==> src/sleep_pkg.sv <==
// shared constants for the sleep state control block
package sleep_pkg;
  localparam int ADDR_W = 4;
  localparam int DATA_W = 32;
  localparam int TYPE_W = 3;
  // register byte offsets
  localparam logic [ADDR_W-1:0] OFF_CTRL_A = 4'h0;
  localparam logic [ADDR_W-1:0] OFF_CTRL_B = 4'h4;
  localparam logic [ADDR_W-1:0] OFF_STATUS = 4'h8;
  localparam logic [ADDR_W-1:0] OFF_MASK = 4'hc;
  // control register fields
  localparam int TYPE_LSB = 10;
  localparam int ENABLE_BIT = 13;
  // status and mask bit positions
  localparam int ST_WAKE = 0;
  localparam int ST_SLEPT = 1;
  localparam int ST_FW_HIB = 2;
  localparam int ST_W = 3;
  // sleep type codes for the two lightest states (context kept)
  localparam logic [TYPE_W-1:0] TYPE_WORKING = 3'h0;
  localparam logic [TYPE_W-1:0] TYPE_LIGHT = 3'h1;
  // sequencing delay in cycles between steps
  localparam logic [7:0] STEP_CYCLES = 8'h04;
endpackage

==> src/sleep_state_control.sv <==
// sleep state entry control with avalon-mm register slave
// Overview of operation
// - 3-bit sleep type selects target state
// - enable bit starts sleep using type
// - type and enable accepted in one write
// - two control instances, each own type
// - wake status set by hardware in sleep
// - only enabled wake sources wake system
// - lightest state keeps all context
// - no sequencing on prepare-to-sleep
// - controller sequences planes on enable set
// - processors halted, devices idle in sleep
//
// Added by the designer: the Avalon-MM slave port and the placing of the registers.
`timescale 1ns/1ns
// register map, one 32-bit word per offset
//   ctrl a  : sleep type in the type field, trigger in the enable bit
//   ctrl b  : same layout, the second instance on its own i/o region
//   status  : bit 0 wake, bit 1 sleep entered, bit 2 firmware hibernate
//   mask    : same layout as status, gates the interrupt
// the trigger bit is never stored, so a control word read back and
// written again later cannot start a second sleep by accident
// either control instance may carry the trigger; the sequence always
// follows instance a's type, since b only holds the second constant
// a deep type walks halt, clocks off, memory self-refresh, power off
// and then rests asleep; the light type goes from halt straight to rest
// and keeps clocks, memory and context alive the whole time
// every step dwells for the package step count plus its entry cycle, so
// the plane controls change in a fixed order an outside controller can
// follow without a handshake
// control writes are refused while asleep, so a stray write cannot
// change the type under a running sequence
// limitations: prepare-to-sleep is accepted but never acted on, since it
// may come long before the real trigger; only the enabled wake inputs
// can end a rest, and a wake that comes during the entry steps is only
// acted on once the rest state is reached
module sleep_state_control #(
  parameter int N_WAKE = 8,
  parameter logic [7:0] HIB_REQ_VALUE = 8'h5a // firmware hibernate request code
) (
  input wire logic mclk,
  input wire logic reset,
  input wire logic [sleep_pkg::ADDR_W-1:0] avs_address,
  input wire logic avs_read,
  input wire logic avs_write,
  input wire logic [sleep_pkg::DATA_W-1:0] avs_writedata,
  input wire logic [3:0] avs_byteenable,
  output logic [sleep_pkg::DATA_W-1:0] avs_readdata,
  output logic avs_waitrequest,
  input wire logic cmd_port_write,
  input wire logic [7:0] cmd_port_data,
  input wire logic prepare_to_sleep,
  input wire logic [N_WAKE-1:0] wake_enable,
  input wire logic [N_WAKE-1:0] wake_source,
  output logic [sleep_pkg::TYPE_W-1:0] target_type_a,
  output logic [sleep_pkg::TYPE_W-1:0] target_type_b,
  output logic cpu_halt,
  output logic clocks_stop,
  output logic mem_self_refresh,
  output logic power_off,
  output logic context_keep,
  output logic fw_hibernate,
  output logic sleeping,
  output logic irq
);
  typedef enum logic [2:0] {WORKING, HALT, CLK_OFF, MEM_SR, PWR_OFF, ASLEEP, RESUME} state_e;

  state_e state_r;
  state_e state_nxt;
  logic [sleep_pkg::TYPE_W-1:0] type_a_r; // instance a sleep type
  logic [sleep_pkg::TYPE_W-1:0] type_b_r; // instance b sleep type
  logic [sleep_pkg::ST_W-1:0] status_r; // sticky events
  logic [sleep_pkg::ST_W-1:0] mask_r; // interrupt mask
  logic [sleep_pkg::ST_W-1:0] events;
  logic [7:0] step_r; // step delay counter
  logic [sleep_pkg::DATA_W-1:0] rdata_r;
  logic rd_ack_r; // one wait cycle on reads
  logic [N_WAKE-1:0] wake_sync_q;
  logic hib_pulse;
  logic [sleep_pkg::DATA_W-1:0] rd_mux; // word chosen for the next read

  // true for the type code that keeps all context; shared by the stored
  // type and by the type being written in this cycle
  function automatic logic is_light(input logic [sleep_pkg::TYPE_W-1:0] t);
    return t == sleep_pkg::TYPE_LIGHT;
  endfunction

  // decode; one word per offset, byte lanes gate the writes
  // the control words need lane one, which holds the type and trigger
  wire sel_a = avs_address == sleep_pkg::OFF_CTRL_A;
  wire sel_b = avs_address == sleep_pkg::OFF_CTRL_B;
  wire sel_st = avs_address == sleep_pkg::OFF_STATUS;
  wire sel_mk = avs_address == sleep_pkg::OFF_MASK;
  wire be_hi = avs_byteenable[1];
  wire wr_a = avs_write && sel_a && be_hi && !sleeping;
  wire wr_b = avs_write && sel_b && be_hi && !sleeping;
  wire wr_mk = avs_write && sel_mk && avs_byteenable[0];
  wire [sleep_pkg::TYPE_W-1:0] wr_type =
    avs_writedata[sleep_pkg::TYPE_LSB +: sleep_pkg::TYPE_W];
  // enable and type come from the same write beat on either instance
  wire sleep_go = (wr_a || wr_b) && avs_writedata[sleep_pkg::ENABLE_BIT];
  // only enabled and synchronised wake sources count
  wire wake_hit = |(wake_sync_q & wake_enable);
  wire step_done = step_r == '0;
  wire rd_done = avs_read && rd_ack_r;
  wire st_rd = rd_done && sel_st;
  // type the sequence will follow once this cycle's write lands
  wire [sleep_pkg::TYPE_W-1:0] type_a_nxt = wr_a ? wr_type : type_a_r;
  wire light = is_light(type_a_r);
  // plane controls look ahead, so the very first sleeping cycle already
  // shows the context policy of instance a's type, even one written with the trigger
  wire light_nxt = is_light(type_a_nxt);

  assign hib_pulse = cmd_port_write && (cmd_port_data == HIB_REQ_VALUE) && !sleeping;

  // wake inputs come from other domains; the filter costs three to four
  // cycles of wake latency, but a one-cycle glitch can never end a sleep
  wake_sync #(
    .W(N_WAKE)
  ) u_wake_sync (
    .mclk(mclk),
    .reset(reset),
    .din(wake_source),
    .dout(wake_sync_q)
  );

  // control instances; enable bit is never stored
  // each instance keeps only its own type, so software may load b
  // first and then a together with the trigger
  always_ff @(posedge mclk)
  begin
    if (reset)
    begin
      type_a_r <= sleep_pkg::TYPE_WORKING;
      type_b_r <= sleep_pkg::TYPE_WORKING;
    end
    else
    begin
      if (wr_a)
        type_a_r <= wr_type;
      if (wr_b)
        type_b_r <= wr_type;
    end
  end

  // sequencer next state; prepare_to_sleep is deliberately ignored, it
  // may arrive seconds ahead of the real trigger
  always_comb
  begin
    state_nxt = state_r;
    case (state_r)
      // awake; waits for a trigger write
      WORKING:
        if (sleep_go)
          state_nxt = HALT;
      // processor stopped; light type rests from here
      HALT:
        if (step_done)
          state_nxt = light ? ASLEEP : CLK_OFF;
      // clocks stopped before memory is handed over
      CLK_OFF:
        if (step_done)
          state_nxt = MEM_SR;
      // memory refreshes itself before power goes
      MEM_SR:
        if (step_done)
          state_nxt = PWR_OFF;
      // planes off, then rest
      PWR_OFF:
        if (step_done)
          state_nxt = ASLEEP;
      // rest; only an enabled, filtered wake leaves
      ASLEEP:
        if (wake_hit)
          state_nxt = RESUME;
      // planes come back over one dwell
      RESUME:
        if (step_done)
          state_nxt = WORKING;
      default:
        state_nxt = WORKING;
    endcase
  end

  // state register and step counter; the counter reloads on every change
  // of state, so each step lasts the step count plus its entry cycle
  always_ff @(posedge mclk)
  begin
    if (reset)
    begin
      state_r <= WORKING;
      step_r <= '0;
    end
    else
    begin
      state_r <= state_nxt;
      if (state_nxt != state_r)
        step_r <= sleep_pkg::STEP_CYCLES;
      else if (!step_done)
        step_r <= step_r - 8'h01;
    end
  end

  // next plane controls; each is held while at or past its step
  wire cpu_halt_nxt = state_nxt != WORKING && state_nxt != RESUME;
  wire deep_rest = state_nxt == ASLEEP && !light_nxt; // deep type at rest
  // processor clocks stop from the clock step on, never for the light type
  wire clocks_stop_nxt = state_nxt inside {CLK_OFF, MEM_SR, PWR_OFF} || deep_rest;
  // memory keeps itself refreshed once the clocks are gone
  wire mem_sr_nxt = state_nxt inside {MEM_SR, PWR_OFF} || deep_rest;
  // power goes last, so memory is already self-refreshing when it drops
  wire power_off_nxt = state_nxt == PWR_OFF || deep_rest;
  // context survives in the light type and whenever the system works
  wire context_keep_nxt = light_nxt || state_nxt == WORKING;
  wire sleeping_nxt = state_nxt != WORKING; // raised through resume too

  // plane control registers
  always_ff @(posedge mclk)
  begin
    if (reset)
    begin
      cpu_halt <= 1'b0;
      clocks_stop <= 1'b0;
      mem_self_refresh <= 1'b0;
      power_off <= 1'b0;
      context_keep <= 1'b1;
      sleeping <= 1'b0;
    end
    else
    begin
      cpu_halt <= cpu_halt_nxt;
      clocks_stop <= clocks_stop_nxt;
      mem_self_refresh <= mem_sr_nxt;
      power_off <= power_off_nxt;
      context_keep <= context_keep_nxt;
      sleeping <= sleeping_nxt;
    end
  end

  // firmware hibernate request pulse
  always_ff @(posedge mclk)
  begin
    if (reset)
      fw_hibernate <= 1'b0;
    else
      fw_hibernate <= hib_pulse;
  end

  // events: set wins over read-clear
  assign events[sleep_pkg::ST_WAKE] = state_r == ASLEEP;
  assign events[sleep_pkg::ST_SLEPT] = state_r == HALT && step_done;
  assign events[sleep_pkg::ST_FW_HIB] = hib_pulse;
  // bits the finishing status read handed out, and only those
  wire [sleep_pkg::ST_W-1:0] rd_clear = st_rd ? rdata_r[sleep_pkg::ST_W-1:0] : '0;

  // status and mask
  always_ff @(posedge mclk)
  begin
    if (reset)
    begin
      status_r <= '0;
      mask_r <= '0;
    end
    else
    begin
      // clear only what the read returned; an event that landed while
      // the read was waiting stays set for the next read
      status_r <= (status_r & ~rd_clear) | events;
      if (wr_mk)
        mask_r <= avs_writedata[sleep_pkg::ST_W-1:0];
    end
  end

  // level interrupt straight from two registers, so it cannot glitch
  assign irq = |(status_r & mask_r);

  // read data; the enable bit always reads zero
  always_comb
  begin
    rd_mux = '0; // unmapped offsets read zero
    if (sel_a)
      rd_mux = sleep_pkg::DATA_W'(type_a_r) << sleep_pkg::TYPE_LSB;
    else if (sel_b)
      rd_mux = sleep_pkg::DATA_W'(type_b_r) << sleep_pkg::TYPE_LSB;
    else if (sel_st)
      rd_mux = sleep_pkg::DATA_W'(status_r);
    else if (sel_mk)
      rd_mux = sleep_pkg::DATA_W'(mask_r);
  end

  // reads take one wait cycle, writes none; the word is captured in the
  // wait cycle and stands until the next read, which costs one cycle of
  // latency but keeps the read data straight from a flip-flop
  always_ff @(posedge mclk)
  begin
    if (reset)
    begin
      rd_ack_r <= 1'b0;
      rdata_r <= '0;
    end
    else
    begin
      rd_ack_r <= avs_read && !rd_ack_r;
      if (avs_read && !rd_ack_r)
        rdata_r <= rd_mux;
    end
  end

  assign avs_readdata = rdata_r;
  assign avs_waitrequest = avs_read && !rd_ack_r;
  assign target_type_a = type_a_r;
  assign target_type_b = type_b_r;
endmodule // sleep_state_control

==> src/wake_sync.sv <==
// three-stage input synchroniser with agreement filter
`timescale 1ns/1ns
module wake_sync #(
  parameter int W = 1
) (
  input wire logic mclk,
  input wire logic reset,
  input wire logic [W-1:0] din,
  output logic [W-1:0] dout
);
  logic [W-1:0] s1_r; // first stage, read only by s2_r
  logic [W-1:0] s2_r;
  logic [W-1:0] s3_r;
  // shift chain; a change counts once stage two and three agree
  always_ff @(posedge mclk)
  begin
    if (reset)
    begin
      s1_r <= '0;
      s2_r <= '0;
      s3_r <= '0;
      dout <= '0;
    end
    else
    begin
      s1_r <= din;
      s2_r <= s1_r;
      s3_r <= s2_r;
      dout <= (s2_r & s3_r) | (dout & (s2_r | s3_r));
    end
  end
endmodule // wake_sync
==> config.mk <==
export PLATFORM = sky130hd
export DESIGN_NAME = sleep_state_control
export DESIGN_NICKNAME = d
export VERILOG_FILES = /design/src/sleep_pkg.sv /design/src/sleep_state_control.sv /design/src/wake_sync.sv
export SDC_FILE = /design/constraint.sdc
export NUM_CORES = 1
export LEC_CHECK = 0
export ABC_CLOCK_PERIOD_IN_PS = 3640
export BUFFER_PORTS_ARGS = -buffer_cell sky130_fd_sc_hd__buf_2
export CAP_MARGIN = 10
export CORE_MARGIN = 5
export CORE_UTILIZATION = 40
export DETAILED_ROUTE_END_ITERATION = 8
export GPL_ROUTABILITY_DRIVEN = 0
export PLACE_DENSITY = 0.68
export SLEW_MARGIN = 10
export SYNTH_ARGS = -nofsm -noshare
export SYNTH_HDL_FRONTEND = slang
export SYNTH_SLANG_ARGS = --single-unit
==> constraint.sdc <==
create_clock -name mclk -period 3.64 [get_ports mclk]
set_input_delay 0.91 -clock mclk [delete_from_list [all_inputs] [get_ports mclk]]
set_output_delay 0.91 -clock mclk [all_outputs]
set_load 0.02 [all_outputs]
# Yosys cells after proc, flatten, opt, wreduce, memory -nomap -nowiden
# Cells that the tools add are included.
# word_totals
regBits	95
# classes
muxes	17
n_reduce_logical	35
n_eq_ne	19
addsub	1
n_bitwise	9
# ops
op	count
two-way mux 3 bit	14
two-way mux 32 bit	1
AND 8 bit	3
case mux 3 bit (7 select lines)	1
logical AND 1 bit	17
OR 8 bit	2
equality test 3 bit (second input constant)	5
two-way mux 13 bit	1
equality test 3 x 2 -> 1 bit (second input constant)	4
equality test 3 x 1 -> 1 bit (second input constant)	3
equality test 4 bit (second input constant)	2
equality test 8 x 7 -> 1 bit (second input constant)	1
logical NOT 8 bit	1
OR reduction 8 bit	1
subtractor 8 x 1 -> 8 bit (second input constant)	1
AND 3 bit	2
logical NOT 3 bit	2
nonzero test 3 bit	2
logical OR 1 bit	5
equality test 4 x 3 -> 1 bit (second input constant)	1
logical NOT 4 bit	1
logical NOT 1 bit	3
inequality test 3 bit	1
inequality test 3 bit (second input constant)	1
other kinds (6)	6

# Logic depth before layout (Yosys ltp)
# logic_depth
ltp_word	11
depth_mapped	7
ltp_nobuf	7

# Cells and area by module
# A second synthesis with hierarchy kept.
# hier_totals
hier_cells	324
area_unflattened_um2	2951.6
# modules_own_cells
mod	cells_each	instances	area_each_um2
sleep_state_control	241	1	2028.2
wake_sync	83	1	923.4

# Worst setup path before layout
# No wires, ideal clock.
# synth_path
path_type	in2reg
start	input port avs_address[1] (netlist name)
end	register context_keep
path_slack_ns	1.055
setup_ns	0.122
path_buffers	1
arrival_ns	2.463
required_time_ns	3.518
stages	5
path_cell_list	or3_1 clkbuf_1 nor4_4 mux2_2 a311o_1
# synth_via
elab_chain_cells	10
elab_cells_between_ends	16
cone_classes	eq/ne: 2; mux: 3; reduce/logical: 11
# synth_rtl
element	line_no	source
start, declared	sleep_state_control.sv:43	input wire logic [sleep_pkg::ADDR_W-1:0] avs_address,
equality test 4 x 3 -> 1 bit or logical NOT 4 bit (tied branches)	sleep_state_control.sv:91, sleep_state_control.sv:90	
logical AND 1 bit, on equally long branches (3 in a row)	sleep_state_control.sv:96, sleep_state_control.sv:95	
logical OR 1 bit	sleep_state_control.sv:101	wire sleep_go = (wr_a || wr_b) && avs_writedata[sleep_pkg::ENABLE_BIT];
logical AND 1 bit	sleep_state_control.sv:101	
two-way mux 3 bit	sleep_state_control.sv:154	if (sleep_go)
case mux 3 bit (7 select lines)	sleep_state_control.sv:151	case (state_r)
logical NOT 3 bit	sleep_state_control.sv:214	wire context_keep_nxt = light_nxt || state_nxt == WORKING;
logical OR 1 bit *	sleep_state_control.sv:214	
end signal, assigned	sleep_state_control.sv:235	context_keep <= context_keep_nxt;
end, declared	sleep_state_control.sv:61	output logic context_keep,
# Every way passes the cells marked *; elsewhere a longest branch is shown, timed or not.
# A chain may end at the register's enable or synchronous reset.

# Worst setup path in the final report
# layout_path
start	input port avs_read
end	output port avs_waitrequest
# layout_via
elab_chain_cells	1
# layout_rtl
element	line_no	source
start, declared	sleep_state_control.sv:44	input wire logic avs_read,
logical AND 1 bit	sleep_state_control.sv:310	assign avs_waitrequest = avs_read && !rd_ack_r;
end, declared	sleep_state_control.sv:49	output logic avs_waitrequest,
# Every way passes these cells.

==> tab_implementation.tex <==
\begin{tabular}{lr}
\hline
Metric & Value \\
\hline
\multicolumn{2}{l}{\textbf{Run status}} \\
\quad Outcome & completed \\
\multicolumn{2}{l}{\textbf{Clock network}} \\
\quad Cell at the root of the clock tree & sky130\_fd\_sc\_hd\_\_clkbuf\_8 \\
\quad Number of sinks driven by the clock tree & 69 \\
\quad Maximum count of clock buffers along a single path & 2 \\
\quad Buffer count from post-CTS setup fixing & 0 \\
\quad Number of H-tree branching levels & 3 \\
\quad TritonCTS clock tree & built \\
\quad Number of clock buffers inserted by TritonCTS & 9 \\
\quad Skew-Pair Late Insertion Delay & 0.34 ns \\
\quad Worst-path clk slew & 0.07 ns \\
\quad Count of cells resized by post-cts repair & 0 \\
\quad Hold-fix buffers at CTS & 0 \\
\multicolumn{2}{l}{\textbf{GRT}} \\
\quad Largest net degree at the start of global routing & 33 \\
\quad Fraction of met1 tracks used by global routing & 0.1552 \\
\quad Met3 track utilization from global routing & 0.05998 \\
\quad Total track usage & 0.1331 \\
\quad Total grt overflow & 0 \\
\quad Global routing usage on met2 & 0.2166 \\
\quad First-pass GRT wire length & 9.377 mm \\
\quad Via count of the first global-routing pass & 2125 \\
\quad Number of antenna violations at the first check in global routing & 0 \\
\quad GR peak layer & met2 \\
\multicolumn{2}{l}{\textbf{Critical path}} \\
\quad Worst Reg-to-Reg Cells & 7 \\
\quad Worst path bufs/invs & 3 \\
\quad Crit start category & input port \\
\quad Critical path fanouts, max & 14 \\
\quad Endpoint type of the worst setup path & primary output \\
\quad Worst R2R End & context\_keep \\
\quad Setup slack of the worst register-to-register path & 1.43 ns \\
\quad Worst setup path category & in2out \\
\quad Data arrival time at the worst-slack endpoint & 1.60 ns \\
\quad Startpoint of the lowest-slack register-to-register path & step\_r[0] \\
\quad Maximum cell stage delay along the critical path & 0.34 ns \\
\quad Worst-path cell with the longest stage delay & sky130\_fd\_sc\_hd\_\_nand2b\_1 \\
\quad Worst path depth & 4 \\
\quad Cell family with the largest share of critical-path delay & buffers and inverters \\
\quad CP required & 2.73 ns \\
\quad Cells traversed along the worst timing path & buf\_2 -> nand2b\_1 -> inv\_1 -> buf\_2 \\
\quad Crit-path most repeated cell & sky130\_fd\_sc\_hd\_\_buf\_2 \\
\multicolumn{2}{l}{\textbf{Place}} \\
\quad Buffers added on ports & 62 \\
\quad Placed cell areas & 3221 sq um \\
\quad Placed wire-length estimate after detailed placement & 4.462 mm \\
\multicolumn{2}{l}{\textbf{Floorplanning}} \\
\quad Starting Density & 0.4065 \\
\quad Die Ht & 95.63 um \\
\quad Floorplan Core Area & 7214 sq um \\
\quad Die ar. & 9144 sq um \\
\quad Number of core rows & 31 \\
\quad X dimension of the die & 95.63 um \\
\quad Boundary Pins & 117 \\
\multicolumn{2}{l}{\textbf{Power}} \\
\quad Post-layout total power & 2002 uW \\
\quad Leakage power figure & 0.001430 uW \\
\quad Worst vdd rail ir drop & 309.2 uV \\
\quad PD cells & 589.3 nW/um\^{}2 \\
\multicolumn{2}{l}{\textbf{Detailed routing}} \\
\quad Routed wire length per instance & 12.00 um \\
\quad Drt initial violations & 70 \\
\quad Count of unresolved DRC violations after routing & 0 \\
\quad Detailed-route vias per instance & 4.795 \\
\quad Routed wire length & 5.903 mm \\
\quad Post-DRT Antenna Nets & 0 \\
\quad First-pass detailed-route iteration total & 6 \\
\quad Via total after detailed routing & 2359 \\
\multicolumn{2}{l}{\textbf{Timing}} \\
\quad Worst max-slew margin expressed relative to the limit & 0.5739 \\
\quad Final worst-path cycle share & 0.6896 \\
\quad RSZ-0062 raised after global routing & false \\
\quad Layout Skew & 0.01041 ns \\
\quad Final Max Slew Viols & 0 \\
\quad Highest clock rate & 398.4 MHz \\
\quad Hold Fails Final Rpt & 0 \\
\quad Transition time at the pin with the least slew margin & 0.6334 ns \\
\quad Setup TNS & 0 ns \\
\quad Clock period minus worst slack & 2.510 ns \\
\quad Final setup violation count & 0 \\
\multicolumn{2}{l}{\textbf{Synthesis}} \\
\quad Register area share after synthesis & 0.4710 \\
\quad Top area cells in the synthesized netlist & sky130\_fd\_sc\_hd\_\_dfxtp\_1 47\%, sky130\_fd\_sc\_hd\_\_buf\_4 6.7\%, sky130\_fd\_sc\_hd\_\_nor2b\_1 5.8\% \\
\quad Most frequent cell after synthesis & sky130\_fd\_sc\_hd\_\_dfxtp\_1 \\
\quad Average size of a mapped cell & 8.942 sq um \\
\quad EDFF count, synth & 0 \\
\quad Share of async-settable or async-resettable flops after synthesis & 0 \\
\quad Most used flip-flop cell after synthesis & sky130\_fd\_sc\_hd\_\_dfxtp\_1 \\
\quad Cell taking the most area after synthesis & sky130\_fd\_sc\_hd\_\_dfxtp\_1 \\
\quad Distinct cells, synth & 50 \\
\quad Fraction of synthesized cell area taken by the top area cell type & 0.4710 \\
\quad Top post-synthesis cells by count & 69 x sky130\_fd\_sc\_hd\_\_dfxtp\_1, 30 x sky130\_fd\_sc\_hd\_\_nand2\_1, 27 x sky130\_fd\_sc\_hd\_\_nor2b\_1, 26 x sky130\_fd\_sc\_hd\_\_buf\_4, 26 x sky130\_fd\_sc\_hd\_\_nor2\_1 \\
\quad Netlist Area Pre-Place & 2933 sq um \\
\quad Number of warnings printed during yosys synthesis & 0 \\
\quad Number of synthesized register bits & 69 \\
\quad Synthesized netlist cell count & 328 \\
\multicolumn{2}{l}{\textbf{Layout}} \\
\quad Number of nets in the final layout & 459 \\
\quad Core occupancy in the finished layout & 0.4710 \\
\quad Area of combinational cells with multiple inputs & 1364 sq um \\
\quad Area grow syn2layout & 15.87\% \\
\quad Footprint of the flip-flops and latches & 1381 sq um \\
\quad Total inserted antenna cells & 0 \\
\quad FILL cells & 725 \\
\quad Share of layout cells above drive strength 1 & 0.2316 \\
\quad Post-route standard cell area excluding fillers & 3398 sq um \\
\multicolumn{2}{l}{\textbf{Worst hold path}} \\
\quad Hold path depth & 1 \\
\quad Path category of the worst min-delay check & reg2reg \\
\quad Terminating pin of the worst hold path & u\_wake\_sync.s2\_r[1] \\
\quad Worst hold start & u\_wake\_sync.s1\_r[1] \\
\multicolumn{2}{l}{\textbf{Run}} \\
\quad Max-Cap Viols & 0 \\
\hline
\end{tabular}
## how the worst max path moves through the flow
| stage | from | endpoint | slack (ns) |
|---|---|---|---|
| 6_report | avs_read | avs_waitrequest | 1.13 |
| 5_1_grt | avs_read | avs_waitrequest | 1.05 |
| 4_1_cts | avs_read | avs_waitrequest | 1.13 |
| 3_5_place_dp | avs_address[1] | mem_self_refresh | 0.86 |
| 3_3_place_gp | avs_address[1] | context_keep | 0.88 |
| 2_1_floorplan | avs_address[1] | context_keep | 1.06 |
## layout by cell type, fill, tap and decap left out, drive strengths merged, types with 9 or more instances in the layout
cell    count
dfxtp      69
conb       26
nor3       17
clkbuf     12
mux2i      13
nor2b      27
buf        63
nand2      30
a21oi      24
o21ai      16
inv         9
nor2       27
## metal layers
metal,share of wire,routed length [um]
met4,0.011,63
met1,0.43,2510
met2,0.47,2757
met5,0,0
met3,0.097,571
## flip-flops by register name, indices dropped and copies added (netlist names), 6 cells and up
register and flops:
avs_readdata 6, u_wake_sync.s3_r 8, u_wake_sync.s1_r 8, u_wake_sync.dout 8, step_r 8, u_wake_sync.s2_r 8
## cell type report
cell class | instances | area share
clock buffer | 12 | 0.04566
clock inverter | 4 | 0.006627
inverter | 9 | 0.009941
multi-input combinational | 236 | 0.4013
sequential | 69 | 0.4065
tap | 99 | 0.03645
timing repair buffer | 63 | 0.09352
## report_power, final
group / total [uW] / switching (uW) / leakage, uW / internal, uW
Combinational: 565 / 338 / 0.000775 / 227
Sequential: 890 / 67.2 / 0.000562 / 823
Clock: 547 / 267 / 0.0000921 / 281
Total: 2000 / 672 / 0.00143 / 1330
## kinds of logic after synthesis
kind of cell | after synthesis | share of synthesized area
AND/OR/NAND/NOR | 126 | 0.2287
flip-flops | 69 | 0.4710
AO/OA/AOI/OAI | 66 | 0.1416
buffers and inverters | 48 | 0.09599
multiplexers | 14 | 0.04821
XOR/XNOR | 3 | 0.008961
adder cells (fa/ha/maj) | 1 | 0.004266
other | 1 | 0.001279
## metrics by stage
step / setup WS [ns] / instances / hold slack (ns)
floorplan: 1.055 / 353 / 0.4138
global placement: 0.8814 / 476 / 0.4187
detailed placement: 0.8564 / 476 / 0.4212
CTS: 1.131 / 492 / 0.4379
global route: 1.051 / 492 / 0.4501
finish: 1.130 / 492 / 0.4333
(Power assumes the default switching activity.)
